`config.mk`:
```
export PLATFORM = sky130hd
export DESIGN_NAME = cmp_event_top
export DESIGN_NICKNAME = d
export VERILOG_FILES = /design/src/hdl/cmp_channel.v /design/src/hdl/cmp_sync2.v /design/src/hdl/cmp_event_top.v
export VERILOG_INCLUDE_DIRS = /design/src /design/src/hdl
export SDC_FILE = /design/constraint.sdc
export NUM_CORES = 1
export LEC_CHECK = 0
export ABC_AREA = 1
export BUFFER_PORTS_ARGS = -buffer_cell sky130_fd_sc_hd__buf_2
export CAP_MARGIN = 20
export CORE_UTILIZATION = 30
export CTS_BUF_LIST = sky130_fd_sc_hd__clkbuf_8
export DETAILED_ROUTE_END_ITERATION = 7
export PLACE_DENSITY = 0.5
export SYNTH_ARGS = -nofsm -noshare
export SYNTH_HDL_FRONTEND = slang
export SYNTH_SLANG_ARGS = --single-unit
```
`constraint.sdc`:
```
create_clock -name CORE_CLK_IN -period 1.92 [get_ports CORE_CLK_IN]
set_input_delay 0.192 -clock CORE_CLK_IN [delete_from_list [all_inputs] [get_ports CORE_CLK_IN]]
set_output_delay 0.192 -clock CORE_CLK_IN [all_outputs]
set_load 0.005 [all_outputs]
```
`src/hdl/cmp_event_map.vh`:
```
// Purpose: register offsets, field positions and reset values for the
//          three-channel comparator control and status block
// Assumes: 16-bit registers on a plain address/strobe port
// Notes:   offsets are word indices on the register port
`ifndef CMP_EVENT_MAP_VH
`define CMP_EVENT_MAP_VH
`define CMP_ADDR_W        2
`define CMP_OFS_STATUS    2'h0
`define CMP_OFS_CTRL1     2'h1
`define CMP_OFS_CTRL2     2'h2
`define CMP_OFS_CTRL3     2'h3
`define CMP_STAT_IDLE_BIT 15
`define CMP_STAT_EVT_LSB  8
`define CMP_STAT_RES_LSB  0
`define CMP_CTL_ON_BIT    15
`define CMP_CTL_OE_BIT    14
`define CMP_CTL_INV_BIT   13
`define CMP_CTL_EVT_BIT   9
`define CMP_CTL_RES_BIT   8
`define CMP_CTL_EDGE_HI   7
`define CMP_CTL_EDGE_LO   6
`define CMP_CTL_REF_BIT   4
`define CMP_CTL_NSEL_HI   1
`define CMP_CTL_NSEL_LO   0
`define CMP_CTL_RESET     16'h0000
`define CMP_STAT_RESET    1'b0
`define CMP_EDGE_NONE     2'b00
`define CMP_EDGE_RISE     2'b01
`define CMP_EDGE_FALL     2'b10
`define CMP_EDGE_ANY      2'b11
`define CMP_NSEL_B        2'b00
`define CMP_NSEL_C        2'b01
`define CMP_NSEL_D        2'b10
`define CMP_NSEL_REF      2'b11
`endif

```
`src/hdl/cmp_channel.v`:
```
// Purpose: one comparator channel: control register, result path, events
// Assumes: raw result already synchronised; 16-bit register writes
// Notes:   the sticky flag only clears by reset or by a write of zero to its bit
`include "cmp_event_map.vh"
module cmp_channel
(
  input  wire        clk_in,
  input  wire        rst_in,
  input  wire        wr_in,
  input  wire [15:0] wdata_in,
  input  wire        run_in,
  input  wire        raw_in,
  output wire [15:0] ctrl_out,
  output wire        result_out,
  output wire        event_out,
  output wire        pin_out,
  output wire        pin_oe_n_out,
  output wire        on_out,
  output wire        trig_out,
  output wire        pos_ref_out,
  output wire [1:0]  neg_sel_out
);
  reg        channel_on_q;
  reg        pin_drive_enable_q;
  reg        result_invert_q;
  reg        sticky_event_flag_q;
  reg [1:0]  edge_select_q;
  reg        positive_ref_select_q;
  reg [1:0]  negative_input_select_q;
  reg        result_q;
  reg        result_d;
  reg        prev_q;
  reg        prime_q;
  reg        hit;
  reg        trig_q;
  wire       active;

  assign active = channel_on_q & run_in;

  always @*
  begin
    result_d = result_q;
    if (active)
      result_d = raw_in ^ result_invert_q;
  end

  always @*
  begin
    case (edge_select_q)
      `CMP_EDGE_RISE: hit = ~prev_q & result_q;
      `CMP_EDGE_FALL: hit = prev_q & ~result_q;
      `CMP_EDGE_ANY:  hit = prev_q ^ result_q;
      default:        hit = 1'b0;
    endcase
    hit = hit & active & prime_q & ~sticky_event_flag_q;
  end

  always @(posedge clk_in)
  begin
    if (rst_in)
    begin
      channel_on_q            <= 1'b0;
      pin_drive_enable_q      <= 1'b0;
      result_invert_q         <= 1'b0;
      sticky_event_flag_q     <= 1'b0;
      edge_select_q           <= `CMP_EDGE_NONE;
      positive_ref_select_q   <= 1'b0;
      negative_input_select_q <= `CMP_NSEL_B;
      result_q                <= 1'b0;
      prev_q                  <= 1'b0;
      prime_q                 <= 1'b0;
      trig_q                  <= 1'b0;
    end
    else
    begin
      result_q <= result_d;
      prev_q   <= result_q;
      prime_q  <= active;
      trig_q   <= hit;
      if (wr_in)
      begin
        channel_on_q            <= wdata_in[`CMP_CTL_ON_BIT];
        pin_drive_enable_q      <= wdata_in[`CMP_CTL_OE_BIT];
        result_invert_q         <= wdata_in[`CMP_CTL_INV_BIT];
        edge_select_q           <= wdata_in[`CMP_CTL_EDGE_HI:`CMP_CTL_EDGE_LO];
        positive_ref_select_q   <= wdata_in[`CMP_CTL_REF_BIT];
        negative_input_select_q <= wdata_in[`CMP_CTL_NSEL_HI:`CMP_CTL_NSEL_LO];
      end
      // set wins over a clearing write in the same cycle
      if (hit)
        sticky_event_flag_q <= 1'b1;
      else if (wr_in && !wdata_in[`CMP_CTL_EVT_BIT])
        sticky_event_flag_q <= 1'b0;
    end
  end

  assign ctrl_out = {channel_on_q, pin_drive_enable_q, result_invert_q,
                     3'h0, sticky_event_flag_q, result_q,
                     edge_select_q, 1'b0, positive_ref_select_q,
                     2'h0, negative_input_select_q};
  assign result_out   = result_q;
  assign event_out    = sticky_event_flag_q;
  assign pin_out      = result_q & pin_drive_enable_q;
  assign pin_oe_n_out = ~(pin_drive_enable_q & channel_on_q);
  assign on_out       = active;
  assign trig_out     = trig_q;
  assign pos_ref_out  = positive_ref_select_q;
  assign neg_sel_out  = negative_input_select_q;
endmodule // cmp_channel

```
`src/hdl/cmp_sync2.v`:
```
// Purpose: two-flop synchroniser for one asynchronous level
// Assumes: single clock, synchronous active-high reset
// Notes:   the first stage is read only by the second
module cmp_sync2
(
  input  wire clk_in,
  input  wire rst_in,
  input  wire async_in,
  output wire sync_out
);
  reg meta_q;
  reg sync_q;

  always @(posedge clk_in)
  begin
    if (rst_in)
    begin
      meta_q <= 1'b0;
      sync_q <= 1'b0;
    end
    else
    begin
      meta_q <= async_in;
      sync_q <= meta_q;
    end
  end

  assign sync_out = sync_q;
endmodule // cmp_sync2

```
`src/hdl/cmp_event_top.v`:
```
// Purpose: three-channel comparator control and status block
// Assumes: analog cores outside; raw results asynchronous
// Notes:   read data appear one cycle after the read strobe
`include "cmp_event_map.vh"
module cmp_event_top
(
  input  wire                   CORE_CLK_IN,
  input  wire                   RESET_IN,
  input  wire [`CMP_ADDR_W-1:0] ADDR_IN,
  input  wire [15:0]            WDATA_IN,
  input  wire                   WR_IN,
  input  wire                   RD_IN,
  output wire [15:0]            RDATA_OUT,
  input  wire                   IDLE_IN,
  input  wire [2:0]             RAW_RESULT_IN,
  output wire [2:0]             CMP_ENABLE_OUT,
  output wire [2:0]             POS_REF_SELECT_OUT,
  output wire [5:0]             NEG_INPUT_SELECT_OUT,
  output wire [2:0]             RESULT_PIN_OUT,
  output wire [2:0]             RESULT_PIN_OE_N_OUT,
  output wire [2:0]             TRIGGER_OUT
);
  reg         idle_stop_all_q;
  reg  [15:0] rdata_q;
  reg  [15:0] rdata_d;
  wire        run;
  wire [2:0]  raw_sync;
  wire [2:0]  result;
  wire [2:0]  evt;
  wire [47:0] ctrl;
  wire [15:0] status;

  assign run = ~(idle_stop_all_q & IDLE_IN);

  genvar g;
  generate
    for (g = 0; g < 3; g = g + 1)
    begin : chan
      cmp_sync2 u_sync
      (
        .clk_in   (CORE_CLK_IN),
        .rst_in   (RESET_IN),
        .async_in (RAW_RESULT_IN[g]),
        .sync_out (raw_sync[g])
      );
      cmp_channel u_chan
      (
        .clk_in       (CORE_CLK_IN),
        .rst_in       (RESET_IN),
        .wr_in        (WR_IN && ADDR_IN == g + 1),
        .wdata_in     (WDATA_IN),
        .run_in       (run),
        .raw_in       (raw_sync[g]),
        .ctrl_out     (ctrl[16*g+15:16*g]),
        .result_out   (result[g]),
        .event_out    (evt[g]),
        .pin_out      (RESULT_PIN_OUT[g]),
        .pin_oe_n_out (RESULT_PIN_OE_N_OUT[g]),
        .on_out       (CMP_ENABLE_OUT[g]),
        .trig_out     (TRIGGER_OUT[g]),
        .pos_ref_out  (POS_REF_SELECT_OUT[g]),
        .neg_sel_out  (NEG_INPUT_SELECT_OUT[2*g+1:2*g])
      );
    end
  endgenerate

  // bits 14-11 and 7-3 tie to zero
  assign status = {idle_stop_all_q, 4'h0, evt, 5'h00, result};

  always @*
  begin
    case (ADDR_IN)
      `CMP_OFS_STATUS: rdata_d = status;
      `CMP_OFS_CTRL1:  rdata_d = ctrl[15:0];
      `CMP_OFS_CTRL2:  rdata_d = ctrl[31:16];
      `CMP_OFS_CTRL3:  rdata_d = ctrl[47:32];
      default:         rdata_d = 16'h0000;
    endcase
  end

  always @(posedge CORE_CLK_IN)
  begin
    if (RESET_IN)
    begin
      idle_stop_all_q <= `CMP_STAT_RESET;
      rdata_q         <= 16'h0000;
    end
    else
    begin
      if (WR_IN && ADDR_IN == `CMP_OFS_STATUS)
        idle_stop_all_q <= WDATA_IN[`CMP_STAT_IDLE_BIT];
      rdata_q <= RD_IN ? rdata_d : 16'h0000;
    end
  end

  assign RDATA_OUT = rdata_q;
endmodule // cmp_event_top

```
* Word level (Yosys, flattened, before mapping) *
Cells that the tools add are included.

operators by class
  bitwise gates (word level) = 45
  equal/unequal tests = 12
  reductions and logical operators = 13
  mux-type cells = 10

operators by type and width
  operator                                       number
  case mux 16 bit (4 select lines)               1
  AND 1 bit                                      25
  == test 2 bit, second input constant           8
  inverter 1 bit                                 14
  case mux 1 bit (3 select lines)                3
  == test 2 x 1 -> 1 bit, second input constant  4
  logical AND 1 bit                              7
  2-to-1 mux 1 bit                               6
  nonzero test 2 bit                             3
  bitwise XOR 1 bit                              6
  zero test 2 bit                                1
  OR reduction 2 bit                             1
  zero test 1 bit                                1

storage, ports and cells
  logic and storage cells = 121
  register bits after elaboration = 62

* Depth between registers and ports, before layout *
Gate-level depths: netlist of run 1.

  word-level depth = 7
  depth in mapped cells = 7

* Modules after synthesis *
From an unflattened synthesis of run 1, not the netlist that was laid out.

unflattened totals
  cell total of the unflattened synthesis = 425
  area total of the unflattened synthesis = 3135.5 µm²

modules (own cells, without submodules)
  module         instances  area each (µm²)  seq. area each (µm²)  cells each
  cmp_channel    3          636.9            260.2                 84
  cmp_event_top  1          1059.8           340.3                 155
  cmp_sync2      3          55.1             40.0                  6

* Worst setup path after synthesis of run 1 *
OpenSTA, ideal clock, no wires.

  path kind = reg-to-reg
  start = register chan[0].u_chan.prev_q
  end = register chan[0].u_chan.sticky_event_flag_q
  period minus slack after synthesis = 0.979 ns
  arrival time = 0.862 ns
  stages on the path, launching flop included = 8
  data required time = 1.804 ns
  path slack = 0.941 ns
  setup time = 0.116 ns
  cells stage by stage = dfxtp_1 inv_1 ha_1 inv_1 nand2_1 nand3_1 nand3_1 nand2_1

between the ends
  cells in the longest elaborated chain, start to end = 7

RTL lines
  item                                                    line              text
  from (decl)                                             cmp_channel.v:32  reg prev_q;
  from (signal assigned)                                  cmp_channel.v:77  prev_q <= result_q;
  inverter 1 bit                                          cmp_channel.v:50  `CMP_EDGE_RISE: hit = ~prev_q & result_q;
  AND 1 bit                                               cmp_channel.v:50
  case mux 1 bit (3 select lines) (*)                     cmp_channel.v:49  case (edge_select_q)
  AND 1 bit (*) (3 in a row)                              cmp_channel.v:55  hit = hit & active & prime_q & ~sticky_event_flag_q;
  2-to-1 mux 1 bit or nonzero test 2 bit (tied branches)  --
  to (signal assigned)                                    cmp_channel.v:65  sticky_event_flag_q <= 1'b0;
  to (signal assigned)                                    cmp_channel.v:91  sticky_event_flag_q <= 1'b1;
  to (signal assigned)                                    cmp_channel.v:93  sticky_event_flag_q <= 1'b0;
  to (decl)                                               cmp_channel.v:26  reg sticky_event_flag_q;

Mark *: on every way between the ends. The rest lies on a longest branch, timed or not.
A chain may end at the register's enable or synchronous reset.

* Worst setup path after layout of run 1 *
  start = register idle_stop_all_q
  end = output port CMP_ENABLE_OUT[1]

between the ends
  cells in the longest elaborated chain, start to end = 3

RTL lines
  item                    line                text
  from (decl)             cmp_event_top.v:23  reg idle_stop_all_q;
  from (signal assigned)  cmp_event_top.v:85  idle_stop_all_q <= `CMP_STAT_RESET;
  from (signal assigned)  cmp_event_top.v:91  idle_stop_all_q <= WDATA_IN[`CMP_STAT_IDLE_BIT];
  AND 1 bit               cmp_event_top.v:33  assign run = ~(idle_stop_all_q & IDLE_IN);
  inverter 1 bit          cmp_event_top.v:33
  AND 1 bit               cmp_channel.v:38    assign active = channel_on_q & run_in;
  to (decl)               cmp_event_top.v:16  output wire [2:0] CMP_ENABLE_OUT,

Every way passes these cells.

==> metrics.cfg, run 1 <==
[cells_and_area]
layout_commonest_cell = nand2_1
fin_area_sq_um = 2940
antenna_cells = 0
final_cells = 499
layout.nets = 421
syn2layout_area_growth_pct = 14.5
final_cell_mix = 86 x nand2_1, 58 x dfxtp_1, 51 x buf_2, 46 x nor2_1, 44 x inv_1
drive_gt1_frac = 0.190
largest_register_ff_count = 12
final_util = 0.356

[clock_network]
post-cts-setup-buffers = 0
insertion_delay_ps = 340
cts_sinks = 58
clkTransAtPathRegs_ps = 70
h-tree-depth = 3
postCtsResizedCells = 0
tritoncts = yes
numCtsBuffers = 9
clockBufferDepth = 2
cts-root-buf = clkbuf_8
ctsHoldBuffers = 0

[route]
num_vias = 2160
wl_per_cell_um = 12.3
ant_nets = 0
drt-initial-drc-count = 96
first_pass_iters = 5
drc_errors = 0
viasPerCell = 4.33
routed_wirelength_um = 6130

[critical_path]
rr_worst_depth = 6
path_cells = nand2_1 > nand2_1 > inv_1 > buf_2
critPathCaptureType = output pin
cpMostUsedCell = nand2_1
crit_type = register to output pin
worstPathArrival_ps = 1130
start_kind = register
critical_path_required_ps = 1730
slowest_delay_ps = 350
crit_slowest_cell = dfxtp_1
reg2reg_from = chan[2].u_chan.result_out
reg2reg_slack_ps = 810
critPathMaxFanout = 3
crit_start = idle_stop_all_q
endpoint = CMP_ENABLE_OUT[1]
reg2reg_to = chan[2].u_chan.event_out

[placement]
post-place-ws_ps = 567
dpl_cell_area_sq_um = 2760
placed_cells = 483
gp_congestion = 0.783
dpl.hpwl_um = 4520
io_buffers = 51

[floorplanning]
core_sq_um = 8260
die_h_um = 94.5
start_util = 0.311
fp-row-count = 33
die_x_um = 94.5
die_area_sq_um = 8920
ios = 63

[global_route]
grt_util_met1 = 0.193
overflow = 0
grt_start_max_net_pins = 33
grt_use_met3 = 0.0725
busiest_layer = met2
first_global_vias = 1987
grt_pass1_wl_um = 9910
antenna_found_initial = 0
gr-usage-all-layers = 0.152
use_met2 = 0.229

[synthesis]
synth_cell_types = 22
ys_warn_count = 0
syn_area_sq_um = 2560
synthCells = 353
syn_avg_cell_area_sq_um = 7.27
ys_seq_area_frac = 0.453
ys_ff_latch = 58

[sta]
grt_setup_unrepaired = no
tns_ps = 0
hold_violations = 0
fmax_ghz = 0.757
slew_headroom = 0.644
period_needed_ps = 1320
setup_viol = 0
finalClockSkew_ps = 5.23
holdWs_ps = 45.6
min_period_over_period = 0.688
slew_violations = 0
setup_ws_ps = 600
worstMarginPinSlew_ps = 532

[power]
p_sw_frac = 0.252
clockPowerShare = 0.415
comb_power_share = 0.078
p_leak_nw = 1.46
total_power_mw = 2.50
peakVddDrop_v = 0.000388
p_int_mw = 1.87
seqPwrFrac = 0.507
power.density_nw_per_um2 = 851
switchingPower_uw = 630

[status]
status = finished, final reports clean

[flow_run]
max_cap_violations = 0

[worst_hold_path]
min_path_type = primary input to register

-- worst min-delay path by stage --
stage | endpoint | cells past startpoint | slack [ps] | from
floorplan | chan[0].u_chan.prev_q | 1 | 280 | RESET_IN
finish | chan[0].u_sync.meta_q | 3 | 50 | RAW_RESULT_IN[0]
global route | chan[0].u_sync.meta_q | 3 | 50 | RAW_RESULT_IN[0]
detailed placement | chan[2].u_sync.sync_out | 2 | 390 | chan[2].u_sync.meta_q
global placement | chan[2].u_sync.sync_out | 2 | 390 | chan[2].u_sync.meta_q
CTS | chan[0].u_sync.meta_q | 3 | 30 | RAW_RESULT_IN[0]
-- power groups by stage --
stage,Clock (mW),Sequential [mW],Combinational [mW]
floorplan,0,1.29,0.139
global placement,0,1.29,0.196
detailed placement,0,1.29,0.197
CTS,1.06,1.27,0.198
global route,1.12,1.27,0.226
finish,1.04,1.27,0.196
-- synth_stat cells (all sizes together) --
| cell type | count | area (sq um) |
|---|---|---|
| nor3 | 2 | 10.0 |
| clkinv | 1 | 3.75 |
| nand2 | 88 | 335 |
| conb | 1 | 3.75 |
| nand3 | 29 | 145 |
| xnor2 | 1 | 8.76 |
| xor2 | 2 | 17.5 |
| inv | 44 | 165 |
| a21oi | 22 | 110 |
| nand4 | 1 | 6.26 |
| dfxtp | 58 | 1160 |
| buf | 33 | 238 |
| o21a | 2 | 15.0 |
| ha | 6 | 75.1 |
| nor2 | 48 | 195 |
| o21ai | 15 | 75.1 |
-- worst max-delay path, delay by kind of cell, from the launching register on --
kind                   cells  cell delay, ps
buffers and inverters      2             180
and+or+nand+nor            2             260
DFF                        1             350
-- cell families (layout without fill, tap and decap cells) --
| family | Yosys count | in the layout | share of synthesized area |
|---|---|---|---|
| and+or+nand+nor | 168 | 168 | 0.270 |
| buffers and inverters | 78 | 116 | 0.159 |
| DFF | 58 | 58 | 0.453 |
| AOI/OAI and AO/OA | 39 | 39 | 0.0780 |
| adders and majority gates | 6 | 6 | 0.0293 |
| xor gates and xnor gates | 3 | 3 | 0.0102 |
| other | 1 | 4 | 0.00146 |
-- per-layer routing --
metal / vias to the layer above / part of all wire
li1: 1139 / -
met1: 960 / 0.47
met2: 54 / 0.44
met3: 7 / 0.072
met4: 0 / 0.011
met5: - / 0
-- layout make-up --
class	instances	area (sq um)
multi-input cells	220	1010
inverters	45	169
well taps	105	131
clock buffers	12	165
repair buffers	55	285
flip-flops and latches	58	1160
fillers	925	5320
clock inverters	4	17.5
Note: power is estimated with default switching activity, not from simulation.
==> inputs of run 2 (changes only) <==
--- a/config.mk
+++ b/config.mk
@@ -12,7 +12,7 @@
 export CORE_UTILIZATION = 30
 export CTS_BUF_LIST = sky130_fd_sc_hd__clkbuf_8
 export DETAILED_ROUTE_END_ITERATION = 7
-export PLACE_DENSITY = 0.5
+export PLACE_DENSITY = 0.52
 export SYNTH_ARGS = -nofsm -noshare
 export SYNTH_HDL_FRONTEND = slang
 export SYNTH_SLANG_ARGS = --single-unit
==> constraint.sdc (replaced) <==
create_clock -name CORE_CLK_IN -period 1.2 [get_ports CORE_CLK_IN]
set_input_delay 0.12 -clock CORE_CLK_IN [delete_from_list [all_inputs] [get_ports CORE_CLK_IN]]
set_output_delay 0.12 -clock CORE_CLK_IN [all_outputs]
set_load 0.005 [all_outputs]
==> metrics.cfg, run 2 (synthesis gave the netlist of run 1 again) <==
[status]
status = finished, final reports clean

[worst_hold_path]
min_path_type = primary input to register

[clock_network]
cts_sinks = 58  ; unchanged
post-cts-setup-buffers = 0  ; unchanged
cts-root-buf = clkbuf_8
numCtsBuffers = 9  ; unchanged
clkTransAtPathRegs_ps = 70  ; about the same
clockBufferDepth = 2  ; unchanged
tritoncts = yes
h-tree-depth = 3  ; unchanged
insertion_delay_ps = 340  ; about the same

[global_route]
antenna_found_initial = 0  ; unchanged
gr-usage-all-layers = 0.149  ; -0.00267
grt_start_max_net_pins = 33  ; unchanged
first_global_vias = 2051  ; +3.2%
overflow = 0  ; unchanged
grt_pass1_wl_um = 9880  ; -0.28%

[sta]
setup_viol = 0  ; unchanged
hold_violations = 0  ; unchanged
setup_ws_ps = 75.7  ; -524 ps
period_needed_ps = 1120
tns_ps = 0  ; unchanged
fmax_ghz = 0.889
slew_violations = 0  ; unchanged
finalClockSkew_ps = 6.74  ; +1.51 ps
holdWs_ps = 65.7  ; +20.1 ps
grt_setup_unrepaired = no
min_period_over_period = 0.937

[placement]
dpl_cell_area_sq_um = 2830  ; +2.6%
io_buffers = 51  ; unchanged
gp_congestion = 0.800  ; +2.2%
placed_cells = 491  ; +1.7%
post-place-ws_ps = 94.5  ; -473 ps
dpl.hpwl_um = 4440  ; -1.8%

[critical_path]
reg2reg_to = chan[2].u_chan.event_out
crit_start = idle_stop_all_q
reg2reg_slack_ps = 120  ; -690 ps
critical_path_required_ps = 1080  ; -650 ps
worstPathArrival_ps = 1000  ; -130 ps
crit_family = flip-flops
endpoint = CMP_ENABLE_OUT[1]
critPathMaxFanout = 3  ; unchanged
critPathCaptureType = output pin
crit_type = register to output pin
cp_num_buf_inv = 2  ; unchanged
crit_cells = 4  ; unchanged
rr_worst_depth = 6  ; unchanged
reg2reg_from = chan[2].u_chan.result_out
crit_slowest_cell = dfxtp_4
slowest_delay_ps = 360  ; about the same
path_cells = nand2_4 > nand2_2 > inv_2 > buf_2
start_kind = register

[route]
ant_nets = 0  ; unchanged
drc_errors = 0  ; unchanged
first_pass_iters = 4  ; -1
routed_wirelength_um = 6030  ; -1.7%
num_vias = 2205  ; +2.1%
drt-initial-drc-count = 110  ; +15%
wl_per_cell_um = 11.8  ; -3.8%
viasPerCell = 4.32  ; -0.12%

[cells_and_area]
fin_area_sq_um = 3080  ; +4.8%
drive_gt1_frac = 0.225  ; +0.0343
final_util = 0.373  ; +0.0171
final_cells = 510  ; +2.2%
layout.nets = 432  ; +2.6%
antenna_cells = 0  ; unchanged
final_cell_mix = 82 x nand2_1, 56 x dfxtp_1, 51 x buf_2, 46 x nor2_1, 42 x inv_1
fillers = 894  ; -3.4%
layout_commonest_cell = nand2_1
syn2layout_area_growth_pct = 20.0
largest_register_ff_count = 12  ; unchanged

[power]
total_power_mw = 4.14  ; +66%
p_leak_nw = 1.53  ; +4.7%
power.density_nw_per_um2 = 1340  ; +58%
peakVddDrop_v = 0.000580  ; +49%

[floorplanning]
ios = 63  ; unchanged
fp-row-count = 33  ; unchanged
die_area_sq_um = 8920  ; unchanged
core_sq_um = 8260  ; unchanged
die_h_um = 94.5  ; unchanged
start_util = 0.311  ; unchanged
die_x_um = 94.5  ; unchanged

[flow_run]
max_cap_violations = 0  ; unchanged

run 2: how the worst min path moves through the flow:
stage	slack [ps]	from	endpoint	cells after the start
after global placement	320	RAW_RESULT_IN[2]	chan[2].u_sync.meta_q	3
after global routing	60	WDATA_IN[1]	chan[2].u_chan.neg_sel_out[1]	3
after CTS	50	WDATA_IN[6]	chan[2].u_chan.edge_select_q[0]	3
after floorplan	200	RESET_IN	chan[0].u_chan.prev_q	1
final	70	WDATA_IN[0]	chan[2].u_chan.neg_sel_out[0]	3
after detailed placement	330	RAW_RESULT_IN[0]	chan[0].u_sync.meta_q	3
run 2: final cells by class:
type	instances	area, sq um	area share
sequential	58	1170	0.379
tap	105	131	0.0427
timing repair buffer	66	388	0.126
clock inverter	2	8.76	0.00284
clock buffer	14	193	0.0626
multi-input combinational	220	1020	0.332
inverter	45	169	0.0549
run 2: metal layers:
metal  track usage  routed length [um]  vias to the layer above
li1              -                   -                     1157
met1         0.190                2790                      968
met2         0.234                2710                       75
met3        0.0556                 493                        5
met4        0.0429                  34                        0
met5             0                   0                        -
run 2: where the power goes:
part	switching, mW	internal (mW)
registers	0.0440	1.98
clock network	0.743	1.02
logic	0.210	0.139
run 2: repair_timing:
action	4_1_cts	5_1_grt
resized for setup	4	5
hold buffers	3	0
endpoints found under the hold margin	3	0
setup endpoints to repair	3	2
run 2: worst register-to-register path, cell delays in order (launching register included):
cell     delay, ps
dfxtp_1        390
inv_1          110
ha_1           180
nand2_1         70
nand3_1         70
nand3_1        110
nand2_1         50
==> inputs of run 3 (changes only) <==
--- a/config.mk
+++ b/config.mk
@@ -8,11 +8,13 @@
 export LEC_CHECK = 0
 export ABC_AREA = 1
 export BUFFER_PORTS_ARGS = -buffer_cell sky130_fd_sc_hd__buf_2
-export CAP_MARGIN = 20
-export CORE_UTILIZATION = 30
+export CAP_MARGIN = 0
+export CELL_PAD_IN_SITES_DETAIL_PLACEMENT = 2
+export CELL_PAD_IN_SITES_GLOBAL_PLACEMENT = 2
+export CORE_UTILIZATION = 27
 export CTS_BUF_LIST = sky130_fd_sc_hd__clkbuf_8
 export DETAILED_ROUTE_END_ITERATION = 7
-export PLACE_DENSITY = 0.52
+export PLACE_DENSITY = 0.77
 export SYNTH_ARGS = -nofsm -noshare
 export SYNTH_HDL_FRONTEND = slang
 export SYNTH_SLANG_ARGS = --single-unit
==> metrics.cfg, run 3 (synthesis gave the netlist of run 1 again) <==
[clock_network]
insertion_delay_ps = 340  ; about the same
clockBufferDepth = 2  ; unchanged
numCtsBuffers = 9  ; unchanged
cts_sinks = 58  ; unchanged
cts-root-buf = clkbuf_8
post-cts-setup-buffers = 0  ; unchanged
h-tree-depth = 3  ; unchanged
clkTransAtPathRegs_ps = 60  ; about the same
tritoncts = yes

[floorplanning]
die_x_um = 99.5  ; +5.3%
ios = 63  ; unchanged
fp-row-count = 35  ; +6.1%
die_h_um = 99.5  ; +5.3%
core_sq_um = 9240  ; +12%
die_area_sq_um = 9890  ; +11%
start_util = 0.278  ; -0.0330

[critical_path]
slowest_delay_ps = 360  ; about the same
crit_start = idle_stop_all_q
crit_type = register to output pin
start_kind = register
critPathMaxFanout = 3  ; unchanged
crit_family = flip-flops
critical_path_required_ps = 1080  ; about the same
cp_num_buf_inv = 2  ; unchanged
path_cells = nand2_4 > nand2_2 > inv_1 > buf_2
critPathCaptureType = output pin
reg2reg_from = chan[1].u_chan.result_out
worstPathArrival_ps = 1020  ; +20 ps
crit_slowest_cell = dfxtp_4

[sta]
min_period_over_period = 0.947  ; +0.00967
period_needed_ps = 1140  ; +11.6 ps
tns_ps = 0  ; unchanged
hold_violations = 0  ; unchanged
slew_violations = 0  ; unchanged
grt_setup_unrepaired = yes
setup_viol = 0  ; unchanged
fmax_ghz = 0.880  ; -1.0%
finalClockSkew_ps = 5.17  ; -1.57 ps
holdWs_ps = 61.6  ; -4.15 ps

[route]
num_vias = 2390  ; +8.4%
ant_nets = 0  ; unchanged
routed_wirelength_um = 7630  ; +27%
drt-initial-drc-count = 46  ; -58%
viasPerCell = 4.46  ; +3.1%
drc_errors = 0  ; unchanged
first_pass_iters = 5  ; +1
wl_per_cell_um = 14.2  ; +20%

[placement]
io_buffers = 51  ; unchanged
dpl.hpwl_um = 5760  ; +30%
gp_congestion = 0.759  ; -5.1%
placed_cells = 517  ; +5.3%

[power]
peakVddDrop_v = 0.000690  ; +19%
p_leak_nw = 1.55  ; +0.81%
power.density_nw_per_um2 = 1350  ; about the same

[global_route]
grt_pass1_wl_um = 12500  ; +26%
overflow = 0  ; unchanged
grt_use_met3 = 0.0485  ; -0.00707
first_global_vias = 2512  ; +22%
use_met2 = 0.309  ; +0.0745
grt_start_max_net_pins = 33  ; unchanged
gr-usage-all-layers = 0.168  ; +0.0187
grt_util_met1 = 0.188  ; -0.00218
busiest_layer = met2
antenna_found_initial = 0  ; unchanged

[worst_hold_path]
min-delay-start = WDATA_IN[4]
min_path_type = primary input to register

[status]
status = finished, final reports clean

[cells_and_area]
antenna_cells = 0  ; unchanged
final_cells = 536  ; +5.1%
layout.nets = 434  ; +0.46%
drive_gt1_frac = 0.236  ; +0.0112
final_cell_mix = 82 x nand2_1, 52 x dfxtp_1, 51 x buf_2, 46 x nor2_1, 44 x inv_1
syn2layout_area_growth_pct = 21.8
layout.area.seq_sq_um = 1170  ; +0.43%
largest_register_ff_count = 12  ; unchanged
multi_input_area_sq_um = 1030  ; +0.98%
layout_commonest_cell = nand2_1
fillers = 1145  ; +28%

[flow_run]
max_cap_violations = 0  ; unchanged

[run 3: metal layers]
| layer | vias to the layer above | part of all wire |
|---|---|---|
| li1 | 1164 | - |
| met1 | 1162 | 0.42 |
| met2 | 57 | 0.52 |
| met3 | 7 | 0.049 |
| met4 | 0 | 0.0090 |
| met5 | - | 0 |
[run 3: cell type report]
cell class | count | share of cell area
Tap cell | 129 | 0.0517
Clock inverter | 5 | 0.0148
Timing Repair Buffer | 68 | 0.125
Sequential cell | 58 | 0.375
Inverter | 45 | 0.0541
Multi-Input combinational cell | 220 | 0.331
Clock buffer | 11 | 0.0485
[run 3: report_power, final]
part           internal (mW)  switching [mW]
registers               1.98          0.0471
logic                  0.140           0.228
clock network           1.05           0.755
[run 3: worst reg2reg max path: cells and delay by family, from the launching register on]
family | cells | cell delay [ps]
buffers and inverters | 1 | 120
AND/OR/NAND/NOR | 4 | 310
adder cells (fa/ha/maj) | 1 | 190
flip-flops | 1 | 380
[run 3: path summary, 6_finish.rpt]
check	end	slack, ps	cells after the start
setup / recovery	CMP_ENABLE_OUT[2]	60	4
hold / removal	chan[2].u_chan.pos_ref_out	60	3
setup reg to reg	chan[1].u_chan.event_out	90	6
hold reg to reg	chan[0].u_sync.sync_out	410	2
[run 3: repair_timing]
item                       CTS  global route
hold endpoints to repair     3             0
setup endpoints to repair    3             6
resized for setup            4            11
hold buffers                 3             0
pin swaps                    0             1
[run 3: per-stage QoR]
stage / power, mW / instance area, sq um / utilization / worst slack (ps)
detailed placement: 2.43 / 2860 / 0.310 / 68.7
floorplan: 2.28 / 2580 / - / 221
global route: 4.42 / 3120 / 0.338 / -9.50
global placement: 2.42 / 2860 / 0.310 / 93.8
finish: 4.20 / 3120 / 0.338 / 64.1
CTS: 4.27 / 3100 / 0.335 / 10.7
